$ cat src/inc/sync_sep_pkg.sv
// Package: constants and carrier types for the sync selector and separator block
package sync_sep_pkg;

	// Control bit positions within their registers
	localparam int HSYNC_SEL_BIT = 3;
	localparam int VSYNC_SEL_BIT = 0;
	localparam int HOLD_SEL_BIT = 5;
	localparam int CHAN_SEL_BIT = 3;

	// Reset values of the control bytes
	localparam logic [7:0] CTRL_E_RESET = 8'h00;
	localparam logic [7:0] CTRL_F_RESET = 8'h00;
	localparam logic [7:0] CTRL_15_RESET = 8'h00;
	localparam logic [7:0] TRIGGER_RESET = 8'h20;

	// Separator timing: count period in ns and system clock period in ns
	localparam int SEP_PERIOD_NS = 200;
	localparam int CLK_PERIOD_NS = 50;
	localparam int SEP_DIV = SEP_PERIOD_NS / CLK_PERIOD_NS;
	localparam int SEP_CNT_W = 8;
	localparam logic [SEP_CNT_W-1:0] SEP_CNT_MAX = 8'hff;
	localparam logic [SEP_CNT_W-1:0] SEP_CNT_ZERO = 8'h00;

	// Raw sync inputs from the pins
	typedef struct packed {
		logic hsync;
		logic vsync;
		logic green_sync;
		logic hold;
		logic csync;
	} sync_in_t;

	// Selected sync outputs
	typedef struct packed {
		logic hsync;
		logic vsync;
		logic hold;
		logic chan1;
		logic sep_vsync;
	} sync_out_t;

endpackage

$ cat src/sync_separator_mux.sv
// Sync source selectors and composite sync vertical separator
`timescale 1ns/10ps
`default_nettype none

module sync_separator_mux
	import sync_sep_pkg::*;
#(
	parameter int DIV = SEP_DIV
) (
	// Clock and reset
	input wire logic ref_clk,
	input wire logic rst,
	// Control bytes
	input wire logic [7:0] ctrl_e,
	input wire logic [7:0] ctrl_f,
	input wire logic [7:0] ctrl_15,
	input wire logic [7:0] trigger_count,
	// Sync pins
	input wire sync_in_t sync_in,
	// Selected sync and status
	output var sync_out_t sync_out,
	output logic [SEP_CNT_W-1:0] sep_count
);

	// Separator states: hunting for a long pulse, or timing the gap after it
	typedef enum logic {SEARCH, IN_VSYNC} sep_state_t;

	// Synchroniser stages for the asynchronous pins
	sync_in_t meta_q;
	sync_in_t pin_q;

	// Count period divider
	logic [7:0] div_q;
	logic [7:0] div_d;
	logic tick;

	// Separator state and counter
	sep_state_t state_q;
	sep_state_t state_d;
	logic [SEP_CNT_W-1:0] cnt_q;
	logic [SEP_CNT_W-1:0] cnt_d;
	logic sep_active;

	// Selected sources ahead of the output flops
	logic hsync_sel;
	logic vsync_sel;
	logic hold_sel;
	logic chan_sel;

	// Output flops, one per routed signal
	logic hsync_q;
	logic vsync_q;
	logic hold_q;
	logic chan1_q;
	logic sep_vsync_q;

	// Saturating step, so long pulses or gaps never wrap into false counts
	function automatic logic [SEP_CNT_W-1:0] step(
		input logic [SEP_CNT_W-1:0] v,
		input logic up
	);
		if (up) begin
			step = (v == SEP_CNT_MAX) ? v : SEP_CNT_W'(v + 1'b1);
		end else begin
			step = (v == SEP_CNT_ZERO) ? v : SEP_CNT_W'(v - 1'b1);
		end
	endfunction

	// Two-way pick: a low control bit keeps the first source
	function automatic logic pick(
		input logic ctl,
		input logic src0,
		input logic src1
	);
		pick = ctl ? src1 : src0;
	endfunction

	// Start of vertical sync: count strictly above the trigger
	function automatic logic above_trigger(
		input logic [SEP_CNT_W-1:0] v,
		input logic [SEP_CNT_W-1:0] trig
	);
		above_trigger = (v > trig);
	endfunction

	// End of vertical sync: gap count has reached the trigger
	function automatic logic at_trigger(
		input logic [SEP_CNT_W-1:0] v,
		input logic [SEP_CNT_W-1:0] trig
	);
		at_trigger = (v >= trig);
	endfunction

	// Two-stage synchroniser on all pins; only pin_q is read by logic
	always_ff @(posedge ref_clk) begin
		if (rst) begin
			meta_q <= '0;
			pin_q <= '0;
		end else begin
			meta_q <= sync_in;
			pin_q <= meta_q;
		end
	end

	// Divider next value, back to zero on the tick
	always_comb begin
		if (tick) begin
			div_d = 8'h00;
		end else begin
			div_d = 8'(div_q + 1'b1);
		end
	end

	// Divider register
	always_ff @(posedge ref_clk) begin
		if (rst) begin
			div_q <= 8'h00;
		end else begin
			div_q <= div_d;
		end
	end

	// One tick per separator count period of DIV clocks
	assign tick = (div_q == 8'(DIV - 1));

	// Separator next state and count; csync arrives polarity corrected
	always_comb begin
		state_d = state_q;
		cnt_d = cnt_q;
		if (tick) begin
			case (state_q)
				SEARCH: begin
					if (above_trigger(cnt_q, trigger_count)) begin
						state_d = IN_VSYNC;
						cnt_d = SEP_CNT_ZERO;
					end else begin
						cnt_d = step(cnt_q, pin_q.csync);
					end
				end
				IN_VSYNC: begin
					if (at_trigger(cnt_q, trigger_count)) begin
						state_d = SEARCH;
						cnt_d = SEP_CNT_ZERO;
					end else if (!pin_q.csync) begin
						cnt_d = step(cnt_q, 1'b1);
					end else begin
						cnt_d = cnt_q; // Serration pulse: gap count holds
					end
				end
				default: begin
					state_d = SEARCH;
					cnt_d = SEP_CNT_ZERO;
				end
			endcase
		end
	end

	// Separator state register
	always_ff @(posedge ref_clk) begin
		if (rst) begin
			state_q <= SEARCH;
		end else begin
			state_q <= state_d;
		end
	end

	// Separator counter register
	always_ff @(posedge ref_clk) begin
		if (rst) begin
			cnt_q <= SEP_CNT_ZERO;
		end else begin
			cnt_q <= cnt_d;
		end
	end

	// Separator verdict, shared by the vsync pick and the status bit
	assign sep_active = (state_q == IN_VSYNC);

	// Source selection
	assign hsync_sel = pick(ctrl_e[HSYNC_SEL_BIT], pin_q.hsync, pin_q.green_sync);
	assign vsync_sel = pick(ctrl_e[VSYNC_SEL_BIT], pin_q.vsync, sep_active);
	assign hold_sel = pick(ctrl_f[HOLD_SEL_BIT], pin_q.hold, vsync_sel);
	assign chan_sel = ctrl_15[CHAN_SEL_BIT];

	// Routed horizontal sync
	always_ff @(posedge ref_clk) begin
		if (rst) begin
			hsync_q <= 1'b0;
		end else begin
			hsync_q <= hsync_sel;
		end
	end

	// Routed vertical sync
	always_ff @(posedge ref_clk) begin
		if (rst) begin
			vsync_q <= 1'b0;
		end else begin
			vsync_q <= vsync_sel;
		end
	end

	// Routed hold
	always_ff @(posedge ref_clk) begin
		if (rst) begin
			hold_q <= 1'b0;
		end else begin
			hold_q <= hold_sel;
		end
	end

	// Channel select
	always_ff @(posedge ref_clk) begin
		if (rst) begin
			chan1_q <= 1'b0;
		end else begin
			chan1_q <= chan_sel;
		end
	end

	// Separator status bit
	always_ff @(posedge ref_clk) begin
		if (rst) begin
			sep_vsync_q <= 1'b0;
		end else begin
			sep_vsync_q <= sep_active;
		end
	end

	// Separator count mirror, in step with the status bit
	always_ff @(posedge ref_clk) begin
		if (rst) begin
			sep_count <= SEP_CNT_ZERO;
		end else begin
			sep_count <= cnt_q;
		end
	end

	// Output struct built straight from the flops
	assign sync_out = '{
		hsync: hsync_q,
		vsync: vsync_q,
		hold: hold_q,
		chan1: chan1_q,
		sep_vsync: sep_vsync_q
	};

endmodule

`default_nettype wire

$ cat config.mk
export PLATFORM = sky130hd
export DESIGN_NAME = sync_separator_mux
export DESIGN_NICKNAME = d
export VERILOG_FILES = /design/src/inc/sync_sep_pkg.sv /design/src/sync_separator_mux.sv
export SDC_FILE = /design/constraint.sdc
export NUM_CORES = 1
export LEC_CHECK = 0
export BUFFER_PORTS_ARGS = -buffer_cell sky130_fd_sc_hd__buf_2
export CAP_MARGIN = 30
export CORE_MARGIN = 10
export CORE_UTILIZATION = 46
export CTS_CLUSTER_SIZE = 16
export DETAILED_ROUTE_END_ITERATION = 10
export PLACE_DENSITY = 0.73
export SLEW_MARGIN = 5
export SYNTH_ARGS = -nofsm -noshare
export SYNTH_HDL_FRONTEND = slang
export SYNTH_SLANG_ARGS = --single-unit
export TNS_END_PERCENT = 10
$ cat constraint.sdc
create_clock -name ref_clk -period 2.51 [get_ports ref_clk]
set_input_delay 0.6275 -clock ref_clk [delete_from_list [all_inputs] [get_ports ref_clk]]
set_output_delay 0.6275 -clock ref_clk [all_outputs]
set_load 0.1 [all_outputs]
==> run summary <==
The cell-internal power is 1.05 mW. In this run the cell area measured after placement is 0.00243 sq mm. The actual slew at the worst max-slew pin came out at 0.678 ns. The footprint of the flip-flops and latches is roughly 800 sq um.

The post-synthesis cell count is roughly 250. The most used flip-flop cell after synthesis is sky130_fd_sc_hd__dfxtp_1. The routed via count divided by cell count came out at 5.40. Clock tree synthesis inserted a total of 5 buffers. The cell type with the largest total area after synthesis is sky130_fd_sc_hd__dfxtp_1. TritonCTS built the clock tree. The number of global-route vias before repair is 1711. The count of final max-slew check failures is 0.

The maximum fanout encountered on the critical timing path is 9. The commonest cells after synthesis are sky130_fd_sc_hd__dfxtp_1, sky130_fd_sc_hd__nor2_1, sky130_fd_sc_hd__nor2b_1. The total overflow left after global routing is 0. The number of port buffers is 31. The post-route cell area is 0.00259 sq mm. The footprint of the multi-input gates is 0.00122 sq mm. The total length of routed wires is 4.82 mm. The cell area after technology mapping is 0.00215 sq mm. The root buffer cell is sky130_fd_sc_hd__clkbuf_8. From synthesis to final layout, the design area changed by 20.3%.

The CTS sink count came out at 40. The required time at the endpoint of the critical path came out at 2.66 ns. The floorplan row count came out at 24. The worst slew margin relative to its limit is 54.5%. The initial antenna violation count came out at 0. After synthesis, the cell types taking the most area are sky130_fd_sc_hd__dfxtp_1, sky130_fd_sc_hd__ha_1, sky130_fd_sc_hd__nor2b_1.

The setup clock skew after layout came out at 0.00478 ns. For this run, the detailed router's first-pass iteration total came to 4. The total inserted antenna cells is 0.

For this run, the post-layout net count is 342. The total placed cells including tap cells is roughly 330. Summed over its instances, the top area cell type makes up a little under two fifths of the synthesized netlist area. The clock latency of the later-clocked register in the worst-skew pair came out at 0.29 ns.

Summing internal, switching and leakage power gives 1.41 mW. Data on the critical path arrives at its endpoint at 2.54 ns. The core footprint is ~0.0044 sq mm. STA classifies the critical path startpoint as a register. In the final timing run, aggregate negative setup slack is 0 ns.

The longest clock path from root to sink contains 2 buffers. The number of maximum-capacitance violations is 0. The wire length of the first global-routing pass came out at slightly below 8 mm. Setup repair after global routing could not meet its margin everywhere.

The die span in y came out at slightly below 90 microns. The count of boundary I/O pins came out at 52. The total of endpoints with negative setup slack in the final report is 0. In this run the mean area of a mapped cell was 8.71 sq um. The maximum resistive drop on vdd is ~0.33 mV. The post-synthesis sequential element count came out at 40. After clock tree synthesis, the clock-pin slew on the worst setup and hold paths is 0.08 ns. The starting utilization of the core area came out at 48.4%. The power density of the placed cells came out at ~550 mW/mm^2.

Global routing used approximately an eighth of the available tracks across all layers. The pin count of the biggest net entering global routing is 36. Cells fill slightly below 60% of the core in the end. The net count after synthesis came out at around 300. The portion of total power attributed to sequential cells came out at 47.4%. The sort of element at the end of the critical path is a register. The count of nets left with antenna violations once routing finished came out at 0. The clock network fraction of total power came out at between 30% and 40%. The number of vias in the routed layout is 1859. The path class of the tightest hold or removal check is reg2reg. The most common cell in the synthesized netlist is sky130_fd_sc_hd__dfxtp_1.

The leakage power total is ~1.1 nW. The run finished with clean final reports. The post-layout instance count excluding filler cells is 344.

Timing analysis after detailed placement gives a worst setup slack of -0.329 ns. Combinational logic burns between 10% and 20% of the power. The count of hold-fix buffers inserted at cts is 0. The wire-length estimate of the detail-placed layout is 3.50 mm.

The worst setup path is of the reg2reg kind. The x dimension of the die is 88.4 microns. Dividing the detail-routed wire length by the instance count gives roughly 14 microns. The number of levels in the clock H-tree came out at 2.

Counting the fill cells in the layout gives 386. For this design the total switching power over the nets is between 0.3 and 0.4 mW. In the final layout, the share of cells above drive strength 1 is 27.1%. The final hold slack came out at between 0.4 and 0.5 ns. During synthesis, Yosys emitted a total of 0 warnings. The number of synthesized flops with an enable pin came out at 0. The minimum clock period came out at 2.39 ns.

After layout, the worst path uses between 90 and 100% of the clock period. The violation count after the first detailed-routing iteration is 172. The area enclosed by the die boundary came out at 0.00781 sq mm.

The worst setup slack after layout is 0.123 ns. The async set-reset flop share out of synthesis is 0%. The distinct cell type count after synthesis is 46. The achievable frequency is ~420 MHz.

The switching power share of the total is between 20% and 30%. The sequential area share after synthesis is a little under two fifths. Routability-driven placement finished with a final weighted congestion of 0.908. The final routed DRC violation total came out at 0. The number of hold-slack violations in the final timing report is 0.
[area by class of cell]
type                            count  area share (%)
Timing Repair Buffer               57            13.7
Clock inverter                      3            1.64
Clock buffer                        5            2.66
Tap cell                           52            2.51
Multi-Input combinational cell    176            47.0
Sequential cell                    40            31.0
Inverter                           11            1.59
[state kept, by name, indices dropped and copies added (netlist names)]
name	cells
meta_q	5
div_q	8
pin_q	5
sep_active	1
vsync_q	1
sep_count	8
hold_q	1
sep_vsync_q	1
chan1_q	1
cnt_q	8
hsync_q	1
[worst paths after layout]
kind / from / to / slack, ns / cells after the start
min reg2reg: meta_q[4] / pin_q[4] / 0.44 / 1
min: meta_q[4] / pin_q[4] / 0.44 / 1
max reg2reg: div_q[1] / cnt_q[5] / 0.12 / 8
max: div_q[1] / cnt_q[5] / 0.12 / 8
[power by group through the flow]
stage	combinational [mW]	clock, mW	sequential [mW]
detailed placement	0.216	0	0.684
global route	0.251	0.550	0.673
finish	0.227	0.515	0.670
CTS	0.217	0.529	0.669
floorplan	0.152	0	0.694
global placement	0.211	0	0.683
[logic make-up after synthesis]
kind of cell | count (synthesis) | synth area share (%)
DFF | 40 | 37.2
and+or+nand+nor | 100 | 26.2
buffers and inverters | 31 | 6.98
AOI/OAI and AO/OA | 49 | 16.2
adders and majority gates | 12 | 6.98
muxes | 6 | 2.79
xor gates and xnor gates | 9 | 3.66
[layer usage]
layer  track usage (%)  vias up  part of all wire [%]
met1              15.9      846                    44
met4              4.41        0                   1.6
met3              3.77        7                   7.0
met2              20.3       46                    47
li1                  -      960                     -
met5                 0        -                     0
[critical path, stage by stage, from the launching register on]
cell and delay (ns):
sky130_fd_sc_hd__dfxtp_1 0.37, sky130_fd_sc_hd__ha_2 0.24, sky130_fd_sc_hd__or4b_4 0.49, sky130_fd_sc_hd__nor4_4 0.39, sky130_fd_sc_hd__o21ai_2 0.14, sky130_fd_sc_hd__a31oi_4 0.18
sky130_fd_sc_hd__buf_6 0.16, sky130_fd_sc_hd__mux2i_1 0.19, sky130_fd_sc_hd__o21ai_0 0.09
[timing repair]
action / in CTS / in global routing
pin swaps: 0 / 3
setup buffers: 0 / 4
hold endpoints to repair: 0 / 0
endpoints found under the setup margin: 1 / 3
resized for setup: 1 / 6
[layout by cell type (no fill, tap or decap), drive strengths merged, types with 7 or more instances in the layout]
cell type,count
dfxtp,40
nand3,11
nor2,26
nand2,10
buf,57
xor2,7
ha,12
inv,11
a21oi,14
o21ai,8
nor2b,20
Power figures use the tool's default switching activity.
